$ cat src/inc/bitbang_pkg.sv
// Constants and types shared by the bit-bang parallel port
package bitbang_pkg;
   localparam int unsigned BUS_W = 8;
   localparam int unsigned BUF_DEPTH = 2;
   localparam logic [7:0] BUS_RESET = 8'h00;
   localparam logic [7:0] DIR_RESET = 8'hFF;
   // Write strobe low time
   localparam int unsigned WR_STROBE_NS = 40;
   localparam int unsigned CLK_PERIOD_NS = 20;
   localparam logic [3:0] WR_STROBE_CYC = 4'((WR_STROBE_NS + CLK_PERIOD_NS - 1) / CLK_PERIOD_NS);
   // Bus usage of one channel
   typedef enum logic [1:0] {
      MODE_OFF = 2'b00,
      MODE_ASYNC = 2'b01,
      MODE_SYNC = 2'b10
   } bb_mode_t;
   typedef enum logic [1:0] {
      ST_IDLE = 2'b00,
      ST_WSTROBE = 2'b01,
      ST_SAMPLE = 2'b10
   } bb_state_t;
endpackage : bitbang_pkg

$ cat src/bitbang_parallel_port.sv
// One channel of the bit-bang parallel port with its wakeup/send-now input
//
// Behaviour
// - In a bit-bang mode the eight channel lines form one bidirectional 8-bit bus, bit 7 down to bit 0.
// - Synchronous and asynchronous bit-bang are selectable per channel; one instance serves one channel.
// - The active-low write strobe pulses low starting in the same cycle a host byte is placed on the pins.
// - The read strobe rises once the pin value has been sampled and passed toward the host.
// - While suspended with remote wakeup enabled, a low pulse on send-now/wake requests a USB resume.
// - In normal operation a low pulse on send-now/wake flushes the transmit buffer on the next bulk IN.
`timescale 1ns/100ps
`default_nettype none
module bitbang_parallel_port (
   input wire logic clk,
   input wire logic resetn,
   input wire bitbang_pkg::bb_mode_t mode,
   input wire logic [7:0] pin_dir,
   // Host bytes toward the pins
   input wire logic [7:0] host_data,
   input wire logic host_valid,
   output logic host_ready,
   // Sampled bytes toward the host
   output logic [7:0] rx_data,
   output logic rx_valid,
   input wire logic rx_ready,
   // Parallel pins, enable active low
   input wire logic [7:0] bus_in,
   output logic [7:0] bus_out,
   output logic [7:0] bus_oe_n,
   output logic pin_write_strobe_n,
   output logic pin_read_strobe_n,
   input wire logic send_now_wake_n,
   input wire logic usb_active_n,
   input wire logic remote_wake_en,
   output logic resume_req,
   output logic flush_req
);
   // Two-entry input buffer for host bytes
   logic [7:0] buf_mem_q [0:1];
   logic [7:0] buf_mem_d [0:1];
   logic buf_wp_q;
   logic buf_wp_d;
   logic buf_rp_q;
   logic buf_rp_d;
   logic [1:0] buf_cnt_q;
   logic [1:0] buf_cnt_d;
   logic buf_pop;
   // Transfer engine: held pin byte, sample, strobes and strobe timer
   logic [7:0] out_q;
   logic [7:0] out_d;
   logic [7:0] rx_q;
   logic [7:0] rx_d;
   logic rxv_q;
   logic rxv_d;
   logic wrs_n_q;
   logic wrs_n_d;
   logic rds_n_q;
   logic rds_n_d;
   logic [3:0] cnt_q;
   logic [3:0] cnt_d;
   bitbang_pkg::bb_state_t st_q;
   bitbang_pkg::bb_state_t st_d;
   // Wake synchroniser and request pulses
   logic sw_s1_q;
   logic sw_s1_d;
   logic sw_s2_q;
   logic sw_s2_d;
   logic sw_s3_q;
   logic sw_s3_d;
   logic res_q;
   logic res_d;
   logic fl_q;
   logic fl_d;
   // Derived handshakes
   logic active;
   logic push;
   logic wake_pulse;

   assign active = (mode != bitbang_pkg::MODE_OFF);
   assign host_ready = active && (buf_cnt_q != 2'(bitbang_pkg::BUF_DEPTH));
   assign push = host_valid && host_ready;
   assign rx_valid = rxv_q;
   assign rx_data = rx_q;
   assign bus_out = out_q;
   // In a bit-bang mode lines set as outputs drive the held host byte; all other lines are inputs
   assign bus_oe_n = active ? ~pin_dir : 8'hFF;
   assign pin_write_strobe_n = wrs_n_q;
   assign pin_read_strobe_n = rds_n_q;
   assign resume_req = res_q;
   assign flush_req = fl_q;
   // Rising edge of the synchronised input marks a finished low pulse
   assign wake_pulse = sw_s2_q && !sw_s3_q;

   // Buffer pointers and storage
   always_comb begin
      buf_mem_d[0] = buf_mem_q[0];
      buf_mem_d[1] = buf_mem_q[1];
      buf_wp_d = buf_wp_q;
      buf_rp_d = buf_rp_q;
      if (push) begin
         buf_mem_d[buf_wp_q] = host_data;
         buf_wp_d = ~buf_wp_q;
      end
      if (buf_pop) begin
         buf_rp_d = ~buf_rp_q;
      end
      buf_cnt_d = buf_cnt_q + 2'(push) - 2'(buf_pop);
   end

   // Transfer engine: write a byte then sample in sync mode; write only, or sample only, in async mode
   always_comb begin
      st_d = st_q;
      out_d = out_q;
      rx_d = rx_q;
      rxv_d = rxv_q && !rx_ready;
      wrs_n_d = 1'b1;
      rds_n_d = rds_n_q;
      cnt_d = cnt_q;
      buf_pop = 1'b0;
      case (st_q)
         bitbang_pkg::ST_IDLE: begin
            if (active && buf_cnt_q != 2'b00) begin
               out_d = buf_mem_q[buf_rp_q];
               buf_pop = 1'b1;
               wrs_n_d = 1'b0;
               cnt_d = bitbang_pkg::WR_STROBE_CYC;
               st_d = bitbang_pkg::ST_WSTROBE;
            end else if (mode == bitbang_pkg::MODE_ASYNC && !rxv_d) begin
               // Asynchronous form samples freely when the host can take it
               rds_n_d = 1'b0;
               st_d = bitbang_pkg::ST_SAMPLE;
            end
         end
         bitbang_pkg::ST_WSTROBE: begin
            wrs_n_d = (cnt_q == 4'h1);
            cnt_d = cnt_q - 4'h1;
            if (cnt_q == 4'h1) begin
               // Synchronous form samples after every write
               st_d = (mode == bitbang_pkg::MODE_SYNC) ? bitbang_pkg::ST_SAMPLE : bitbang_pkg::ST_IDLE;
               rds_n_d = (mode != bitbang_pkg::MODE_SYNC);
            end
         end
         bitbang_pkg::ST_SAMPLE: begin
            // Waits while the previous sample is unread, so nothing is lost
            if (!rxv_d) begin
               rx_d = bus_in;
               rxv_d = 1'b1;
               rds_n_d = 1'b1;
               st_d = bitbang_pkg::ST_IDLE;
            end
         end
         default: begin
            st_d = bitbang_pkg::ST_IDLE;
            rds_n_d = 1'b1;
         end
      endcase
   end

   // Wake synchroniser and request pulses, one cycle per completed low pulse
   always_comb begin
      // Two flops against metastability; the third only remembers the last level
      sw_s1_d = send_now_wake_n;
      sw_s2_d = sw_s1_q;
      sw_s3_d = sw_s2_q;
      // Suspended: resume only when remote wakeup is allowed
      res_d = wake_pulse && usb_active_n && remote_wake_en;
      // Running: push out whatever is held, whatever its size
      fl_d = wake_pulse && !usb_active_n;
   end

   // Host byte buffer registers
   always_ff @(posedge clk or negedge resetn) begin
      if (!resetn) begin
         buf_mem_q[0] <= bitbang_pkg::BUS_RESET;
         buf_mem_q[1] <= bitbang_pkg::BUS_RESET;
         buf_wp_q <= 1'b0;
         buf_rp_q <= 1'b0;
         buf_cnt_q <= 2'b00;
      end else begin
         buf_mem_q[0] <= buf_mem_d[0];
         buf_mem_q[1] <= buf_mem_d[1];
         buf_wp_q <= buf_wp_d;
         buf_rp_q <= buf_rp_d;
         buf_cnt_q <= buf_cnt_d;
      end
   end

   // Transfer engine registers
   always_ff @(posedge clk or negedge resetn) begin
      if (!resetn) begin
         st_q <= bitbang_pkg::ST_IDLE;
         out_q <= bitbang_pkg::BUS_RESET;
         rx_q <= bitbang_pkg::BUS_RESET;
         rxv_q <= 1'b0;
         wrs_n_q <= 1'b1;
         rds_n_q <= 1'b1;
         cnt_q <= 4'h0;
      end else begin
         st_q <= st_d;
         out_q <= out_d;
         rx_q <= rx_d;
         rxv_q <= rxv_d;
         wrs_n_q <= wrs_n_d;
         rds_n_q <= rds_n_d;
         cnt_q <= cnt_d;
      end
   end

   // Wake registers; synchroniser flops idle high after reset so no false edge follows it, request pulses reset low
   always_ff @(posedge clk or negedge resetn) begin
      if (!resetn) begin
         sw_s1_q <= 1'b1;
         sw_s2_q <= 1'b1;
         sw_s3_q <= 1'b1;
         res_q <= 1'b0;
         fl_q <= 1'b0;
      end else begin
         sw_s1_q <= sw_s1_d;
         sw_s2_q <= sw_s2_d;
         sw_s3_q <= sw_s3_d;
         res_q <= res_d;
         fl_q <= fl_d;
      end
   end
endmodule : bitbang_parallel_port
`default_nettype wire

$ cat config.mk
export PLATFORM = sky130hd
export DESIGN_NAME = bitbang_parallel_port
export DESIGN_NICKNAME = d
export VERILOG_FILES = /design/src/inc/bitbang_pkg.sv /design/src/bitbang_parallel_port.sv
export SDC_FILE = /design/constraint.sdc
export NUM_CORES = 1
export LEC_CHECK = 0
export BUFFER_PORTS_ARGS = -buffer_cell sky130_fd_sc_hd__buf_4
export CAP_MARGIN = 10
export CELL_PAD_IN_SITES_DETAIL_PLACEMENT = 0
export CELL_PAD_IN_SITES_GLOBAL_PLACEMENT = 2
export CORE_ASPECT_RATIO = 1.4
export CORE_UTILIZATION = 36
export CTS_BUF_LIST = sky130_fd_sc_hd__clkbuf_8 sky130_fd_sc_hd__clkbuf_16
export DETAILED_ROUTE_END_ITERATION = 10
export GPL_ROUTABILITY_DRIVEN = 0
export PLACE_DENSITY = 0.84
export SLEW_MARGIN = 20
export SYNTH_ARGS = -nofsm -noshare
export SYNTH_HDL_FRONTEND = slang
export SYNTH_SLANG_ARGS = --single-unit
export TNS_END_PERCENT = 20
$ cat constraint.sdc
create_clock -name clk -period 4.4 [get_ports clk]
set_input_delay 0.66 -clock clk [delete_from_list [all_inputs] [get_ports clk]]
set_output_delay 0.66 -clock clk [all_outputs]
set_load 0.02 [all_outputs]
=== After elaboration in Yosys (flattened, before gate mapping) ===
Cells that the tools add are included.

* Bits of input ports: 33
* Flip-flop bits (word level): 50
* Logic and storage cells: 90

* Mux-type cells: 25
* Reduce and logical (&&, ||, !) cells: 23
* Magnitude comparators: 3
* Equality and inequality tests: 13
* Bitwise gates (word level): 6
* Add/sub/neg operators: 3

{| class="wikitable"
|+ Operators by type and width
! cell !! count
|-
| $mux 8 || 5
|-
| $bwmux 16 || 1
|-
| $ne 2x2->1 const B || 7
|-
| $logic_and 1x1->1 || 10
|-
| $mux 2 || 5
|-
| $demux 8 s1 || 1
|-
| $mux 1 || 8
|-
| $not 8->8 || 1
|-
| $pmux 4 s2 || 1
|-
| $pmux 2 s3 || 1
|-
| $reduce_and 2->1 || 3
|-
| $reduce_bool 2->1 || 3
|-
| $eq 2x1->1 const B || 2
|-
| $eq 2x2->1 const B || 2
|-
| $eq 4x1->1 const B || 1
|-
| $ge 2x2->1 const B || 2
|-
| $logic_not 1->1 || 4
|-
| $mux 4 || 1
|-
| $not 1->2 || 2
|-
| $reduce_and 4->1 || 1
|-
| $sub 4x1->4 const B || 1
|-
| $ne 3x3->1 const B || 1
|-
| $not 1->1 || 3
|-
| $pmux 1 s3 || 1
|-
| 6 further kinds || 6
|}

=== Depth between registers and ports, before layout ===
* Word-level depth: 7
* Mapped depth: 9
* Depth with buffers taken out: 8

=== Least setup slack after synthesis ===
Ideal clock, no wire load.

* Path kind: input to register
* Start: input port mode[0]
* End: register buf_cnt_q[1]
* Library setup time: 0.080 ns
* Arrival time: 1.954 ns
* Required time: 4.320 ns
* Setup slack: 2.366 ns
* Buffers on the path: 1
* Stages: 9
* Cells stage by stage: nor2_1 -> or3_4 -> clkinv_4 -> buf_8 -> ha_1 -> inv_1 -> ha_1 -> xnor2_1 -> xnor2_1

* Word-level cells in the longest chain between the ends: 5
* Elaborated cells between the ends (all ways): 8
* Those cells by class: 2 x add/sub; 2 x mux; 4 x reduce/logical

{| class="wikitable"
|+ RTL lines
! item !! RTL line !! text
|-
| start, declared || bitbang_parallel_port.sv:15 || <nowiki>input wire bitbang_pkg::bb_mode_t mode,</nowiki>
|-
| $reduce_bool 2->1 (*) || bitbang_parallel_port.sv:78 || <nowiki>assign active = (mode != bitbang_pkg::MODE_OFF);</nowiki>
|-
| $logic_and 1x1->1 (on tied branches) || bitbang_parallel_port.sv:79, bitbang_parallel_port.sv:121 ||
|-
| $logic_and 1x1->1 or $mux 1 (tied branches) || bitbang_parallel_port.sv:80, bitbang_parallel_port.sv:121 ||
|-
| $add 2x1->2 or $mux 1 (tied branches) || bitbang_parallel_port.sv:106, bitbang_parallel_port.sv:119 ||
|-
| $sub 2x1->2 (*) || bitbang_parallel_port.sv:106 || <nowiki>buf_cnt_d = buf_cnt_q + 2'(push) - 2'(buf_pop);</nowiki>
|-
| named net buf_cnt_d[1] || bitbang_parallel_port.sv:45 || <nowiki>logic [1:0] buf_cnt_d;</nowiki>
|-
| end signal, assigned || bitbang_parallel_port.sv:183 || <nowiki>buf_cnt_q <= buf_cnt_d;</nowiki>
|-
| end, declared || bitbang_parallel_port.sv:44 || <nowiki>logic [1:0] buf_cnt_q;</nowiki>
|}

Mark *: on every way through the listed nets, which the timed path passes. The rest lies on a longest branch.
A chain may end at the register's enable or synchronous reset.

=== Final worst setup path ===
* Start: input port mode[0]
* End: output port host_ready

* Word-level cells in the longest chain between the ends: 2

{| class="wikitable"
|+ RTL lines
! item !! RTL line !! text
|-
| $reduce_bool 2->1 || bitbang_parallel_port.sv:78 ||
|-
| $logic_and 1x1->1 || bitbang_parallel_port.sv:79 || <nowiki>assign host_ready = active && (buf_cnt_q != 2'(bitbang_pkg::BUF_DEPTH));</nowiki>
|-
| end, declared || bitbang_parallel_port.sv:20 || <nowiki>output logic host_ready,</nowiki>
|}

Every way passes these cells.

==> Flow_metrics.wiki <==
{| class="wikitable"
! Metric !! Value
|-
| Switching Share || 35.1%
|-
| Later-pin clock latency in the skew report || 290 ps
|-
| Final core area utilization || 47.6%
|-
| Drt wl/cell || 12.9 um
|-
| Highest clock frequency the design can meet || 0.461 GHz
|-
| Proportion of power drawn by combinational gates || a little over two fifths
|-
| Worst hold path type || reg2reg
|-
| Residual DRC count || 0
|-
| Flip-flop cell with the highest count after synthesis || sky130_fd_sc_hd__dfrtp_1
|-
| Half-perimeter wire length after detailed placement || 2780 um
|-
| Wire length reported by the detailed router || 3860 um
|-
| Unrepaired setup endpoints after global routing || false
|-
| Final worst path period need || 2170 ps
|-
| Share of flip-flops with an asynchronous set or reset after synthesis || between 90% and 100%
|-
| Fill cell count || 540
|-
| Final worst path period share || between 40% and 50%
|-
| Area taken by multi-input logic gates || 822 um2
|-
| Worst path cell trace || buf_4 -> or2_1 -> and2_4 -> buf_4
|-
| Count of nets left with antenna violations after detail routing || 0
|-
| Global routing usage summed across all routing layers || between 10% and 20%
|-
| Post-CTS sizing || 0
|-
| 1st-iter DRT viols || 53
|-
| Launching element type of the critical path || input port
|-
| Avg Vias per Cell || roughly 4.6
|-
| Clock tree from TritonCTS || done
|-
| Status || finished clean
|-
| Most common cell type on the critical path || sky130_fd_sc_hd__buf_4
|-
| Worst-path clk slew || 80 ps
|-
| Peak fanout along the critical path || 10
|-
| Post-synth EDFFs || 0
|-
| Number of rows in the core area || 33
|-
| Share of the synthesized area in the top cell type || 52.3%
|-
| Final Max Tran Viols || 0
|-
| Sum of overflow across all layers after global routing || 0
|-
| Slowest stage cell on the critical path || sky130_fd_sc_hd__or2_1
|-
| Topmost layer with routed signal wires || met4
|-
| Via count of the first global-routing pass || 1374
|-
| Switch Pwr || between 0.0006 and 0.0007 W
|-
| Number of antenna diodes || 0
|-
| Synthesized area per cell || 13.1 um2
|-
| Net count, final || 265
|-
| Horizontal extent of the die || ~67 um
|-
| Unique masters post-synth || 33
|-
| Clock buffer count from CTS || 5
|-
| Pin count of the biggest net entering global routing || 51
|-
| Area growth from synthesis to layout || 28.7%
|-
| Syn. warnings || 0
|-
| Clock power frac || 15.5%
|-
| IO buf count || 62
|-
| Worst endpoint data arrival time || 1510 ps
|-
| CP endpoint kind || output port
|-
| Total of hold buffers inserted after clock tree synthesis || 0
|-
| Required time worst endpoint || 3740 ps
|-
| Number of standard cells in the layout, taps in and fillers out || 299
|-
| Worst path buffer plus inverter count || 2
|-
| Least setup slack across all paths after layout || roughly 2200 ps
|-
| Area leader, netlist || sky130_fd_sc_hd__dfrtp_1
|-
| Kind of critical path || in2out
|-
| Final setup TNS || 0 ps
|-
| Area taken by flip-flops and latches || 0.00126 mm2
|-
| Placement-stage worst setup slack || between 2000 and 2500 ps
|-
| Library cell with the highest instance count after synthesis || sky130_fd_sc_hd__dfrtp_1
|-
| Worst-case clock buffer depth || 2
|-
| Number of levels the H-tree was split into || 2
|-
| Total count of hold-check failures in the final report || 0
|-
| Top-level port count || 63
|-
| Wire length of the first global-routing pass || 6210 um
|-
| Area of the die || 0.00630 mm2
|-
| Cell internal pwr || 0.00128 W
|-
| Synth Cell Area || 0.00215 mm2
|-
| Synthesis-stage register bit count || 50
|-
| Via count || between 1000 and 1500
|-
| Clock Tree Root || sky130_fd_sc_hd__clkbuf_8
|-
| Most frequent cells after synthesis || sky130_fd_sc_hd__dfrtp_1 (45), sky130_fd_sc_hd__mux2_2 (24), sky130_fd_sc_hd__nor2_1 (13)
|-
| Chip height || just over 90 um
|-
| CP top delay family || simple AND/OR/NAND/NOR gates
|-
| Worst ir drop on vdd || 0.000302 V
|-
| Slew margin rel. || 58.9%
|-
| Layout cells sized above 1 || a little under half
|-
| Post-CTS setup buffers || 0
|-
| Effective utilization at floorplan || 37.0%
|-
| Sequential-to-total area share from yosys stat || 58.4%
|-
| Routed length on met3 || 152 um
|-
| Sequential cell fraction of total power || 41.7%
|-
| Antenna violations before repair || 0
|-
| Instance count of the mapped netlist || 164
|-
| LEAKAGE || 1.32 nW
|-
| Final setup violation count || 0
|-
| DRT Pass-1 Iters || 4
|-
| M1 WL || 1640 um
|-
| Top cells by area, synth || sky130_fd_sc_hd__dfrtp_1 (52%), sky130_fd_sc_hd__mux2_2 (13%), sky130_fd_sc_hd__dfstp_2 (6.1%), sky130_fd_sc_hd__mux2i_1 (4.2%), sky130_fd_sc_hd__xnor2_1 (2.4%)
|-
| Largest incremental delay on the critical path || 360 ps
|-
| Maxcap violations || 0
|-
| Met2 Wirelength || roughly 2000 um
|-
| Worst-Margin Slew || around 600 ps
|-
| Area of the core || between 0.005 and 0.006 mm2
|-
| Clk_skew || 6.09 ps
|-
| Total instance count after detailed placement || slightly below 300
|-
| Post-synth net total || 201
|-
| Sink count of the clock tree || 50
|-
| Cell area power density || 713 mW/mm2
|}
[routing by layer]
layer	GRT usage [%]	up-vias
li1	-	680
met1	16.3	669
met2	22.1	31
met3	2.32	2
met4	5.32	0
met5	0	-
[registers in the layout, indices dropped and copies added, names as in the netlist, 2 cells and up]
signal	count
cnt_q	4
buf_cnt_q	2
rx_data	8
st_q	2
buf_mem_q	16
bus_out	8
[placed cells by master, fill, tap and decap left out, drive strengths merged]
| cell | n |
|---|---|
| or2 | 2 |
| and4b | 1 |
| o32ai | 1 |
| and3 | 1 |
| nor3b | 2 |
| mux2i | 9 |
| nand3 | 3 |
| nor2 | 14 |
| or3 | 1 |
| clkinv | 1 |
| nand2 | 10 |
| a31o | 1 |
| nand2b | 3 |
| nor3 | 1 |
| clkbuf | 5 |
| bufinv | 1 |
| xnor2 | 6 |
| inv | 9 |
| buf | 62 |
| and2b | 1 |
| or2b | 1 |
| a2bb2o | 1 |
| o21ai | 4 |
| a21oi | 10 |
| ha | 4 |
| and2 | 1 |
| dfrtp | 45 |
| mux2 | 24 |
| dfstp | 5 |
[cell type report]
| class | count | share of cell area, % |
|---|---|---|
| inverters | 8 | 1.26 |
| flip-flops and latches | 50 | 45.3 |
| well taps | 70 | 3.16 |
| multi-input cells | 101 | 29.6 |
| clock buffers | 5 | 2.48 |
| clock inverters | 3 | 1.35 |
| repair buffers | 62 | 16.8 |
[cell families after synthesis]
family | Yosys count | share of synthesized area, %
fa+ha+maj | 4 | 2.32
simple gates | 41 | 11.1
buf+inv | 13 | 3.48
mux | 33 | 16.7
flops | 50 | 58.4
compound gates | 17 | 5.52
xor+xnor | 6 | 2.44
[through the flow]
stage	hold slack, ps	power, W	area, um2
floorplan	345	0.00143	2150
global placement	348	0.00168	2670
detailed placement	349	0.00170	2670
CTS	362	0.00202	2770
global route	364	0.00214	2770
finish	359	0.00198	2770
[worst paths after layout]
kind	from	endpoint	slack, ps	cells past startpoint
worst max-delay path	mode[0]	host_ready	2230	4
worst min-delay path	sw_s1_q$_DFF_PN1_	sw_s2_q$_DFF_PN1_	360	0
worst max register to register	st_q[1]$_DFFE_PN0P_	buf_cnt_q[1]$_DFF_PN0_	2420	8
worst min register to register	sw_s1_q$_DFF_PN1_	sw_s2_q$_DFF_PN1_	360	0
max in group asynchronous	resetn	cnt_q[3]$_DFFE_PN0P_	3610	1
min in group asynchronous	resetn	buf_mem_q[15]$_DFFE_PN0P_	380	1
[power groups by stage]
stage                     sequential [W]  combinational, W  clock (W)
after floorplan                 0.000905          0.000525          0
after global placement          0.000836          0.000848          0
after detailed placement        0.000836          0.000867          0
after CTS                       0.000828          0.000867   0.000322
after global routing            0.000859          0.000938   0.000339
final                           0.000824          0.000847   0.000307
[worst reg2reg max path, delay by kind of cell (launching register included)]
| family | cells | cell delay [ps] |
|---|---|---|
| AND/OR/NAND/NOR | 2 | 620 |
| flip-flops | 1 | 430 |
| adder cells (fa/ha/maj) | 2 | 390 |
| XOR/XNOR | 2 | 280 |
| buffers and inverters | 2 | 200 |
Power figures use the tool's default switching activity.
